<file path="src/design/ppm_defs.svh">
// Purpose: offsets, field positions, reset values, timing counts
// Assumes: 32-bit AXI4-Lite register words, 8-bit byte addresses
// Notes: definitions only
`ifndef PPM_DEFS_SVH
`define PPM_DEFS_SVH
`define PPM_AW 8
`define PPM_OFF_MODE 8'h00
`define PPM_OFF_ADDR 8'h04
`define PPM_OFF_DATA 8'h08
`define PPM_OFF_CTRL 8'h0C
`define PPM_OFF_STAT 8'h10
`define PPM_OFF_MASK 8'h14
`define PPM_OFF_OBUF 8'h18
`define PPM_OFF_IBUF 8'h1C
`define PPM_MODE_RST 16'h0000
`define PPM_MODE_WMASK 16'h7BFF
`define PPM_BUSY_BIT 15
`define PPM_CTRL_RD_BIT 0
`define PPM_CTRL_A14_BIT 1
`define PPM_ST_EVT_BIT 0
`define PPM_ST_DONE_BIT 1
`define PPM_RESP_OK 2'b00
`define PPM_RESP_ERR 2'b10
`define PPM_LAST_BUF 2'h3
`define PPM_SETUP_FORCED 3'h1
`define PPM_HOLD_WR_FORCED 3'h1
`define PPM_HOLD_RD_FORCED 3'h0
`endif

</file>
<file path="src/design/ppm_pkg.sv">
// Purpose: shared types of the parallel port mode control
// Assumes: nothing
// Notes: field order matches the mode register bits 14..0
package ppm_pkg;
    typedef enum logic [1:0] {
        PPM_IDLE = 2'b00,
        PPM_SETUP = 2'b01,
        PPM_STROBE = 2'b10,
        PPM_HOLD = 2'b11
    } ppm_state_t;
    typedef struct packed {
        logic [1:0] irq_mode_sel;
        logic [1:0] addr_step_mode;
        logic unused;
        logic [1:0] port_mode;
        logic [1:0] setup_wait_count;
        logic [3:0] strobe_wait_count;
        logic [1:0] hold_wait_count;
    } ppm_mode_t;
    typedef struct packed {
        logic chip_select_one;
        logic read_strobe;
        logic write_strobe;
        logic [1:0] port_address;
    } ppm_host_t;
endpackage

</file>
<file path="src/design/ppm_ctrl.sv">
// Purpose: parallel port mode control, master and slave signalling
// Assumes: pins synchronous to clk_i, strobes active high
// Notes: registers reached over AXI4-Lite
// Notes on behaviour
// - busy flag reads one during master transfer
// - irq mode 01 interrupts at cycle end
// - irq mode 10 interrupts on buffer three
// - irq mode 00 silent; 11 reserved
// - step 01 increments address 10:2 and 14
// - step 10 decrements address 10:2 and 14
// - step 11 legacy slave advances buffer pointers
// - step 00 leaves address unchanged
// - bit 14 frozen when used as chip select
// - mode 11: direction strobe plus enable strobe
// - mode 10: separate read and write strobes
// - mode 01: addressed slave, two address bits
// - mode 00: legacy slave, no address
// - setup wait is field plus one clocks
// - strobe lasts strobe field plus one clocks
// - strobe field zero forces setup and hold
// - upper half and bit 10 read zero
`timescale 1ns/1ps
`default_nettype none
`include "ppm_defs.svh"
module ppm_ctrl (
    input wire logic clk_i,
    input wire logic resetn_i,
    input wire logic [`PPM_AW-1:0] s_axi_awaddr,
    input wire logic s_axi_awvalid,
    output logic s_axi_awready,
    input wire logic [31:0] s_axi_wdata,
    input wire logic [3:0] s_axi_wstrb,
    input wire logic s_axi_wvalid,
    output logic s_axi_wready,
    output logic [1:0] s_axi_bresp,
    output logic s_axi_bvalid,
    input wire logic s_axi_bready,
    input wire logic [`PPM_AW-1:0] s_axi_araddr,
    input wire logic s_axi_arvalid,
    output logic s_axi_arready,
    output logic [31:0] s_axi_rdata,
    output logic [1:0] s_axi_rresp,
    output logic s_axi_rvalid,
    input wire logic s_axi_rready,
    input wire ppm_pkg::ppm_host_t host_i,
    input wire logic [7:0] port_data_bus_i,
    output logic [7:0] port_data_bus_o,
    output logic port_data_bus_oe_o,
    output logic [14:0] port_address_lines_o,
    output logic chip_select_one_o,
    output logic read_strobe_o,
    output logic write_strobe_o,
    output logic enable_strobe_o,
    output logic irq_o
);
    logic rst_s1, rst_n;
    logic aw_got, w_got;
    logic [`PPM_AW-1:0] awaddr_q;
    logic [31:0] wdata_q;
    logic [3:0] wstrb_q;
    logic [15:0] mode_q;
    logic a14_cs, is_rd, acc_prev, last_rd;
    logic [7:0] wr_data, rd_data;
    logic [1:0] stat, mask, rd_ptr, wr_ptr;
    logic [3:0] cnt;
    logic [7:0] obuf [4];
    logic [7:0] ibuf [4];
    ppm_pkg::ppm_state_t state, next_state;
    logic [3:0] next_cnt;
    logic done;

    // reset release through two flops
    always_ff @(posedge clk_i or negedge resetn_i) begin
        if (!resetn_i) begin
            rst_s1 <= 1'b0;
            rst_n <= 1'b0;
        end else begin
            rst_s1 <= 1'b1;
            rst_n <= rst_s1;
        end
    end

    // field view of the mode register
    ppm_pkg::ppm_mode_t m;
    assign m = ppm_pkg::ppm_mode_t'(mode_q[14:0]);
    wire master = m.port_mode[1];
    wire busy = (state != ppm_pkg::PPM_IDLE);

    // write decode once address and data both held
    wire wr_go = aw_got & w_got & ~s_axi_bvalid;
    wire [31:0] wmask = {{8{wstrb_q[3]}}, {8{wstrb_q[2]}},
                         {8{wstrb_q[1]}}, {8{wstrb_q[0]}}};
    wire w_mode = wr_go & (awaddr_q == `PPM_OFF_MODE);
    wire w_addr = wr_go & (awaddr_q == `PPM_OFF_ADDR);
    wire w_data = wr_go & (awaddr_q == `PPM_OFF_DATA);
    wire w_ctrl = wr_go & (awaddr_q == `PPM_OFF_CTRL);
    wire w_stat = wr_go & (awaddr_q == `PPM_OFF_STAT);
    wire w_mask = wr_go & (awaddr_q == `PPM_OFF_MASK);
    wire w_obuf = wr_go & (awaddr_q == `PPM_OFF_OBUF);
    wire w_ibuf = wr_go & (awaddr_q == `PPM_OFF_IBUF);
    wire w_hit = w_mode | w_addr | w_data | w_ctrl | w_stat | w_mask
                 | w_obuf | w_ibuf;
    wire [15:0] mode_new = 16'((mode_q & ~wmask[15:0])
                           | (wdata_q[15:0] & wmask[15:0]));

    // starts are refused while a transfer runs or in slave modes
    wire start_wr = w_data & wstrb_q[0] & master & ~busy;
    wire start_rd = w_ctrl & wstrb_q[0] & wdata_q[`PPM_CTRL_RD_BIT]
                    & master & ~busy;

    // read decode and mux
    wire ar_go = s_axi_arvalid & s_axi_arready;
    wire r_stat = ar_go & (s_axi_araddr == `PPM_OFF_STAT);
    logic [31:0] r_mux;
    logic r_hit;
    always_comb begin
        r_hit = 1'b1;
        case (s_axi_araddr)
            `PPM_OFF_MODE: r_mux = {16'h0000, busy, mode_q[14:11], 1'b0,
                                    mode_q[9:0]};
            `PPM_OFF_ADDR: r_mux = {17'h00000, port_address_lines_o};
            `PPM_OFF_DATA: r_mux = {24'h000000, rd_data};
            `PPM_OFF_CTRL: r_mux = {30'h00000000, a14_cs, 1'b0};
            `PPM_OFF_STAT: r_mux = {30'h00000000, stat};
            `PPM_OFF_MASK: r_mux = {30'h00000000, mask};
            `PPM_OFF_OBUF: r_mux = {obuf[3], obuf[2], obuf[1], obuf[0]};
            `PPM_OFF_IBUF: r_mux = {ibuf[3], ibuf[2], ibuf[1], ibuf[0]};
            default: begin
                r_mux = 32'h00000000;
                r_hit = 1'b0;
            end
        endcase
    end

    // axi write channels, each ready drops until the response is taken
    always_ff @(posedge clk_i or negedge rst_n) begin
        if (!rst_n) begin
            s_axi_awready <= 1'b1;
            s_axi_wready <= 1'b1;
            s_axi_bvalid <= 1'b0;
            s_axi_bresp <= `PPM_RESP_OK;
            aw_got <= 1'b0;
            w_got <= 1'b0;
            awaddr_q <= 8'h00;
            wdata_q <= 32'h00000000;
            wstrb_q <= 4'h0;
        end else begin
            if (s_axi_awvalid && s_axi_awready) begin
                aw_got <= 1'b1;
                awaddr_q <= s_axi_awaddr;
                s_axi_awready <= 1'b0;
            end
            if (s_axi_wvalid && s_axi_wready) begin
                w_got <= 1'b1;
                wdata_q <= s_axi_wdata;
                wstrb_q <= s_axi_wstrb;
                s_axi_wready <= 1'b0;
            end
            if (wr_go) begin
                aw_got <= 1'b0;
                w_got <= 1'b0;
                s_axi_bvalid <= 1'b1;
                s_axi_bresp <= w_hit ? `PPM_RESP_OK : `PPM_RESP_ERR;
            end
            if (s_axi_bvalid && s_axi_bready) begin
                s_axi_bvalid <= 1'b0;
                s_axi_awready <= 1'b1;
                s_axi_wready <= 1'b1;
            end
        end
    end

    // axi read channel, answer one cycle after the address
    always_ff @(posedge clk_i or negedge rst_n) begin
        if (!rst_n) begin
            s_axi_arready <= 1'b1;
            s_axi_rvalid <= 1'b0;
            s_axi_rdata <= 32'h00000000;
            s_axi_rresp <= `PPM_RESP_OK;
        end else if (ar_go) begin
            s_axi_arready <= 1'b0;
            s_axi_rvalid <= 1'b1;
            s_axi_rdata <= r_mux;
            s_axi_rresp <= r_hit ? `PPM_RESP_OK : `PPM_RESP_ERR;
        end else if (s_axi_rvalid && s_axi_rready) begin
            s_axi_rvalid <= 1'b0;
            s_axi_arready <= 1'b1;
        end
    end

    // phase lengths; strobe field zero overrides setup and hold
    wire wm0 = (m.strobe_wait_count == 4'h0);
    wire [2:0] setup_len = wm0 ? `PPM_SETUP_FORCED
                         : {1'b0, m.setup_wait_count} + 3'h1;
    wire [2:0] hold_len = !wm0 ? {1'b0, m.hold_wait_count} + 3'h1
                        : is_rd ? `PPM_HOLD_RD_FORCED
                        : `PPM_HOLD_WR_FORCED;

    // master sequencer: setup, strobe, hold
    always_comb begin
        next_state = state;
        next_cnt = cnt;
        done = 1'b0;
        case (state)
            ppm_pkg::PPM_IDLE: begin
                if (start_wr || start_rd) begin
                    next_state = ppm_pkg::PPM_SETUP;
                    next_cnt = {1'b0, setup_len - 3'h1};
                end
            end
            ppm_pkg::PPM_SETUP: begin
                if (cnt == 4'h0) begin
                    next_state = ppm_pkg::PPM_STROBE;
                    next_cnt = m.strobe_wait_count;
                end else begin
                    next_cnt = cnt - 4'h1;
                end
            end
            ppm_pkg::PPM_STROBE: begin
                if (cnt != 4'h0) begin
                    next_cnt = cnt - 4'h1;
                end else if (hold_len == 3'h0) begin
                    next_state = ppm_pkg::PPM_IDLE;
                    done = 1'b1;
                end else begin
                    next_state = ppm_pkg::PPM_HOLD;
                    next_cnt = {1'b0, hold_len - 3'h1};
                end
            end
            ppm_pkg::PPM_HOLD: begin
                if (cnt == 4'h0) begin
                    next_state = ppm_pkg::PPM_IDLE;
                    done = 1'b1;
                end else begin
                    next_cnt = cnt - 4'h1;
                end
            end
            default: next_state = ppm_pkg::PPM_IDLE;
        endcase
    end

    // address stepping; bit 14 joins the count unless it is a select
    wire [14:0] a = port_address_lines_o;
    wire [9:0] seq_up = {a[14], a[10:2]} + 10'h001;
    wire [9:0] seq_dn = {a[14], a[10:2]} - 10'h001;
    wire [8:0] low_up = a[10:2] + 9'h001;
    wire [8:0] low_dn = a[10:2] - 9'h001;
    wire [14:0] up_addr = a14_cs ? {a[14:11], low_up, a[1:0]}
                        : {seq_up[9], a[13:11], seq_up[8:0], a[1:0]};
    wire [14:0] dn_addr = a14_cs ? {a[14:11], low_dn, a[1:0]}
                        : {seq_dn[9], a[13:11], seq_dn[8:0], a[1:0]};
    wire [14:0] step_addr = (m.addr_step_mode == 2'b01) ? up_addr
                          : (m.addr_step_mode == 2'b10) ? dn_addr
                          : a;

    // slave side: host writes are taken at the strobe's leading edge, reads are driven while the strobe is held
    wire acc = ~master & host_i.chip_select_one
               & (host_i.read_strobe | host_i.write_strobe);
    wire acc_start = acc & ~acc_prev;
    wire acc_end = ~acc & acc_prev;
    wire legacy_buf = (m.port_mode == 2'b00) & (m.addr_step_mode == 2'b11);
    wire [1:0] idx = (m.port_mode == 2'b01) ? host_i.port_address
                   : !legacy_buf ? 2'b00
                   : host_i.read_strobe ? rd_ptr : wr_ptr;
    wire s_wr = acc_start & host_i.write_strobe;
    wire s_rdlvl = acc & host_i.read_strobe;

    // interrupt events per irq mode; 11 is reserved and stays silent
    wire ev_end = (m.irq_mode_sel == 2'b01) & (done | acc_end);
    wire ev_buf = (m.irq_mode_sel == 2'b10) & acc_start
                  & (idx == `PPM_LAST_BUF)
                  & ((m.port_mode == 2'b01) | legacy_buf);
    wire irq_evt = ev_end | ev_buf;
    wire [1:0] ev = {done, irq_evt};

    // sequencer state, address register, mode and control registers
    always_ff @(posedge clk_i or negedge rst_n) begin
        if (!rst_n) begin
            state <= ppm_pkg::PPM_IDLE;
            cnt <= 4'h0;
            is_rd <= 1'b0;
            mode_q <= `PPM_MODE_RST;
            a14_cs <= 1'b0;
            port_address_lines_o <= 15'h0000;
            wr_data <= 8'h00;
            rd_data <= 8'h00;
        end else begin
            state <= next_state;
            cnt <= next_cnt;
            if (start_wr || start_rd)
                is_rd <= start_rd;
            if (w_mode)
                mode_q <= mode_new & `PPM_MODE_WMASK;
            if (w_ctrl && wstrb_q[0])
                a14_cs <= wdata_q[`PPM_CTRL_A14_BIT];
            if (start_wr)
                wr_data <= wdata_q[7:0];
            if (state == ppm_pkg::PPM_STROBE && cnt == 4'h0 && is_rd)
                rd_data <= port_data_bus_i;
            // hardware step wins over a software address write
            if (done)
                port_address_lines_o <= step_addr;
            else if (w_addr)
                port_address_lines_o <= 15'((a & ~wmask[14:0])
                                        | (wdata_q[14:0] & wmask[14:0]));
        end
    end

    // pins follow the next state so they line up with the phases
    wire n_busy = (next_state != ppm_pkg::PPM_IDLE);
    wire n_strb = (next_state == ppm_pkg::PPM_STROBE);
    wire n_rd = (start_wr | start_rd) ? start_rd : is_rd;
    wire mode1 = (m.port_mode == 2'b11);
    // new byte shows from the first setup cycle, not one cycle late
    wire [7:0] n_wdata = start_wr ? wdata_q[7:0] : wr_data;
    always_ff @(posedge clk_i or negedge rst_n) begin
        if (!rst_n) begin
            chip_select_one_o <= 1'b0;
            read_strobe_o <= 1'b0;
            write_strobe_o <= 1'b0;
            enable_strobe_o <= 1'b0;
            port_data_bus_o <= 8'h00;
            port_data_bus_oe_o <= 1'b0;
        end else begin
            chip_select_one_o <= n_busy;
            read_strobe_o <= mode1 ? n_busy & n_rd
                           : n_strb & n_rd;
            write_strobe_o <= ~mode1 & n_strb & ~n_rd;
            enable_strobe_o <= mode1 & n_strb;
            port_data_bus_oe_o <= (n_busy & ~n_rd) | s_rdlvl;
            port_data_bus_o <= s_rdlvl ? obuf[idx]
                             : (n_busy & ~n_rd) ? n_wdata : 8'h00;
        end
    end

    // slave pointers advance when the access ends
    always_ff @(posedge clk_i or negedge rst_n) begin
        if (!rst_n) begin
            acc_prev <= 1'b0;
            last_rd <= 1'b0;
            rd_ptr <= 2'b00;
            wr_ptr <= 2'b00;
        end else begin
            acc_prev <= acc;
            if (acc_start)
                last_rd <= host_i.read_strobe;
            if (acc_end && legacy_buf && last_rd)
                rd_ptr <= rd_ptr + 2'b01;
            if (acc_end && legacy_buf && !last_rd)
                wr_ptr <= wr_ptr + 2'b01;
        end
    end

    // byte buffers: software fills outgoing, host fills incoming
    genvar gi;
    generate
        for (gi = 0; gi < 4; gi++) begin : g_buf
            always_ff @(posedge clk_i or negedge rst_n) begin
                if (!rst_n) begin
                    obuf[gi] <= 8'h00;
                    ibuf[gi] <= 8'h00;
                end else begin
                    if (w_obuf && wstrb_q[gi])
                        obuf[gi] <= wdata_q[8*gi +: 8];
                    if (s_wr && idx == 2'(gi))
                        ibuf[gi] <= port_data_bus_i;
                end
            end
        end
    endgenerate

    // sticky status, read clears, a new event wins over the clear
    always_ff @(posedge clk_i or negedge rst_n) begin
        if (!rst_n) begin
            stat <= 2'b00;
            mask <= 2'b00;
            irq_o <= 1'b0;
        end else begin
            stat <= (stat & ~{2{r_stat}}) | ev;
            if (w_mask && wstrb_q[0])
                mask <= wdata_q[1:0];
            irq_o <= |(stat & mask);
        end
    end

    // helper: run length of the write strobe
    logic [4:0] wr_run;
    always_ff @(posedge clk_i or negedge rst_n) begin
        if (!rst_n)
            wr_run <= 5'h00;
        else
            wr_run <= write_strobe_o ? wr_run + 5'h01 : 5'h00;
    end
endmodule // ppm_ctrl
`default_nettype wire

</file>
<file path="config.mk">
export PLATFORM = sky130hd
export DESIGN_NAME = ppm_ctrl
export DESIGN_NICKNAME = d
export VERILOG_FILES = /design/src/design/ppm_pkg.sv /design/src/design/ppm_ctrl.sv
export VERILOG_INCLUDE_DIRS = /design/src /design/src/design
export SDC_FILE = /design/constraint.sdc
export NUM_CORES = 1
export LEC_CHECK = 0
export BUFFER_PORTS_ARGS = -buffer_cell sky130_fd_sc_hd__buf_2
export CAP_MARGIN = 20
export CORE_MARGIN = 3
export CORE_UTILIZATION = 35
export DETAILED_ROUTE_END_ITERATION = 12
export PLACE_DENSITY = 0.62
export SYNTH_ARGS = -nofsm -noshare
export SYNTH_HDL_FRONTEND = slang
export SYNTH_SLANG_ARGS = --single-unit
</file>
<file path="constraint.sdc">
create_clock -name clk_i -period 13.44 [get_ports clk_i]
set_input_delay 2.688 -clock clk_i [delete_from_list [all_inputs] [get_ports clk_i]]
set_output_delay 2.688 -clock clk_i [all_outputs]
set_load 0.01 [all_outputs]
</file>
==> impl_metrics.csv <==
group,metric,value,unit
floorplanning,io_pins,142,
synth,synthArstFlopShare,100,%
place,postPlaceCellArea,0.0115,mm^2
finish,stdcell_count,1414,
cts,root_buffer,"clkbuf_16",
finish,fill_cells,2796,
timing,fin_tns_setup,0,ns
timing,post-route-period-util,32.5,%
worst_setup_path,crit_required,13.83,ns
synth,synth_warnings,0,
finish,stdcell_area,0.0124,mm^2
timing,relSlewSlack,32.9,%
synth,synthCells,883,
synth,synth.distinct_cells,67,
place,gp_congestion,0.891,
synth,synth_area,0.0104,mm^2
detailed_routing,drt-met1-wl,13.3,mm
detailed_routing,totalWireLength,29.0,mm
finish,antenna_cells,0,
timing,setup_viol,0,
global_route,grt_overflow_total,0,
synth,synth_ff_type,"dfrtp_1",
floorplanning,chipWidth,179,um
power,pwr_density_cell,157,mW/mm^2
detailed_routing,wl_met2,13.5,mm
worst_setup_path,worstPathArrival,4.76,ns
timing,setup_ws,9.07,ns
timing,hold_viol_final,0,
cts,ctsHoldBuffers,0,
cts,worstSkewPairLatency,0.52,ns
worst_setup_path,endpoint_kind,"register",
worst_setup_path,startpoint_type,"primary input",
worst_setup_path,slowest_delay,0.74,ns
synth,yosysSeqAreaShare,54.7,%
global_route,grt_usage,18.2,%
floorplanning,coreArea,0.0291,mm^2
global_route,grt_max_degree,79,
place,hpwl,21.3,mm
place,pre_cts_slack,8.55,ns
worst_setup_path,cp_max_fo,20,
cts,htreeDepth,1,
cts,clock-sinks,228,
finish,fin_util,42.6,%
cts,clockBufferDepth,3,
cts,cts_setup_buffers,0,
worst_setup_path,cp_top_family,"simple AND/OR/NAND/NOR gates",
power,p_total,1.94,mW
synth,avgSynthCellArea,11.8,um^2
detailed_routing,routed.top_layer,"met4",
timing,rsz0062_at_grt,"false",
run_status,status,"complete, no violations",
timing,worst_slew_pin_slew,1.00,ns
synth,synth-edff-count,0,
timing,finalClockSkew,0.0208,ns
detailed_routing,firstDrtPassIters,7,
worst_setup_path,worst-path-buf-inv,2,
power,vdd_drop_max,0.0576,mV
detailed_routing,drcViolationCount,0,
global_route,antenna_found_initial,0,
min_path,hold_class,"reg -> reg",
detailed_routing,num_vias,7560,
worst_setup_path,crit_slowest_cell,"or4_1",
timing,whs,0.350,ns
timing,fmax,229,MHz
power,p_leak,5.87,nW
synth,synth_top_cell_area_share,53.9,%
cts,cts_tree,"done",
finish,layout.nets,1093,
floorplanning,rows,62,
timing,drv_slew,0,
timing,finalCriticalPeriod,4.37,ns
detailed_routing,route.met3.wl,1.74,mm
finish,area_growth,18.6,%
place,io_buffers,139,
cts,clk_pin_slew,0.06,ns
finish,drive_above_1_share,34.6,%
detailed_routing,drt.antenna.violating_nets,0,
cts,numCtsBuffers,25,
worst_setup_path,worstSetupPathType,"in -> reg",
worst_setup_path,path_cells,"buf_2 -> mux2i_1 -> a2bb2oi_1 -> nor2_2 -> buf_4 -> or4_1 -> mux2_2",
floorplanning,die_y,179,um
synth,ys_seq_elements,228,
floorplanning,dieArea,0.0319,mm^2
global_route,grt_pass1_wl,44.8,mm
detailed_routing,routed_via_density,5.35,
floorplanning,initial_core_util,35.9,%
global_route,grt_pass1_vias,7418,
synth,synth_area_leaders,"dfrtp_1, mux2_2, mux2i_1",
cts,cts_resized,0,
place,placed_cells,1368,
synth,yosysTopAreaCell,"dfrtp_1",
detailed_routing,wire_per_inst,20.5,um
detailed_routing,drt_iter0_drc,768,
run,drv_cap,0,
==> layout by cell type, fill, tap and decap left out, types with 4 or more instances in the layout <==
cell type	netlist	routed
inv_1	30	30
clkbuf_1	33	4
o2bb2ai_1	7	7
clkinv_2	0	6
xnor2_1	8	8
o22ai_1	12	12
clkbuf_16	0	25
a211oi_1	7	7
nand4_1	9	9
mux2i_1	36	36
a22oi_1	19	19
nand2_1	76	76
a21o_1	8	8
nor2_1	38	36
ha_1	9	9
a222oi_1	7	7
nor3b_1	5	5
clkbuf_8	0	4
nor4b_1	4	4
nor2b_1	6	6
o21ai_0	43	43
nand3_1	15	15
buf_2	9	139
a21oi_1	33	33
nand2_2	4	4
dfrtp_1	225	224
nor3_1	11	10
mux2_2	145	145
nand3b_1	5	5
buf_4	2	9
a221oi_1	11	11
==> cells in the mapped netlist (4+ instances only) <==
master and number:
a211oi_1 7, a21o_1 8, a21oi_1 33, a221oi_1 11
a222oi_1 7, a22oi_1 19, buf_2 9, clkbuf_1 33
dfrtp_1 225, ha_1 9, inv_1 30, mux2_2 145
mux2i_1 36, nand2_1 76, nand2_2 4, nand3_1 15
nand3b_1 5, nand4_1 9, nor2_1 38, nor2b_1 6
nor3_1 11, nor3b_1 5, nor4b_1 4, o21ai_0 43
o22ai_1 12, o2bb2ai_1 7, xnor2_1 8
==> metal layers <==
| layer | up-vias | track usage, % |
|---|---|---|
| li1 | 3466 | - |
| met2 | 239 | 28.3 |
| met4 | 0 | 3.47 |
| met1 | 3826 | 27.3 |
| met3 | 29 | 2.67 |
| met5 | - | 0 |
==> final cells by class <==
cell class / count / area [um^2] / area share (%)
Clock buffer: 33 / 696 / 5.62
Clock inverter: 12 / 144 / 1.16
Multi-Input combinational cell: 578 / 4450 / 35.9
Timing Repair Buffer: 149 / 791 / 6.39
Sequential cell: 228 / 5710 / 46.1
Tap cell: 384 / 480 / 3.88
Inverter: 30 / 113 / 0.909
==> final timing paths <==
kind | cells after the start | start | end | slack [ns]
worst max register to register | 9 | register | register | 9.78
max in group asynchronous | 1 | resetn_i | rst_n$_DFF_PN0_ | 11.38
worst max-delay path | 7 | host_i[3] | ibuf[9]$_DFFE_PN0P_ | 9.07
worst min-delay path | 0 | rst_s1$_DFF_PN0_ | rst_n$_DFF_PN0_ | 0.35
min in group asynchronous | 0 | rst_n$_DFF_PN0_ | wdata_q[7]$_DFFE_PN0P_ | 0.48
worst min register to register | 0 | rst_s1$_DFF_PN0_ | rst_n$_DFF_PN0_ | 0.35
==> logic make-up (layout without fill, tap and decap cells) <==
kind of cell / after synthesis / count (layout) / synth area share [%]
adder cells (fa/ha/maj): 9 / 9 / 1.08
AND/OR/NAND/NOR: 200 / 200 / 9.81
AO/OA/AOI/OAI: 173 / 173 / 11.2
buffers and inverters: 78 / 224 / 3.00
flip-flops: 228 / 228 / 54.7
other: 2 / 3 / 0.0719
XOR/XNOR: 9 / 9 / 0.755
multiplexers: 184 / 184 / 19.4
==> power breakdown <==
group,switching (mW),leakage [nW],internal [mW]
combinational,0.154,2.45,0.154
sequential,0.141,3.01,0.796
clock,0.278,0.412,0.421
Power figures use the tool's default switching activity.
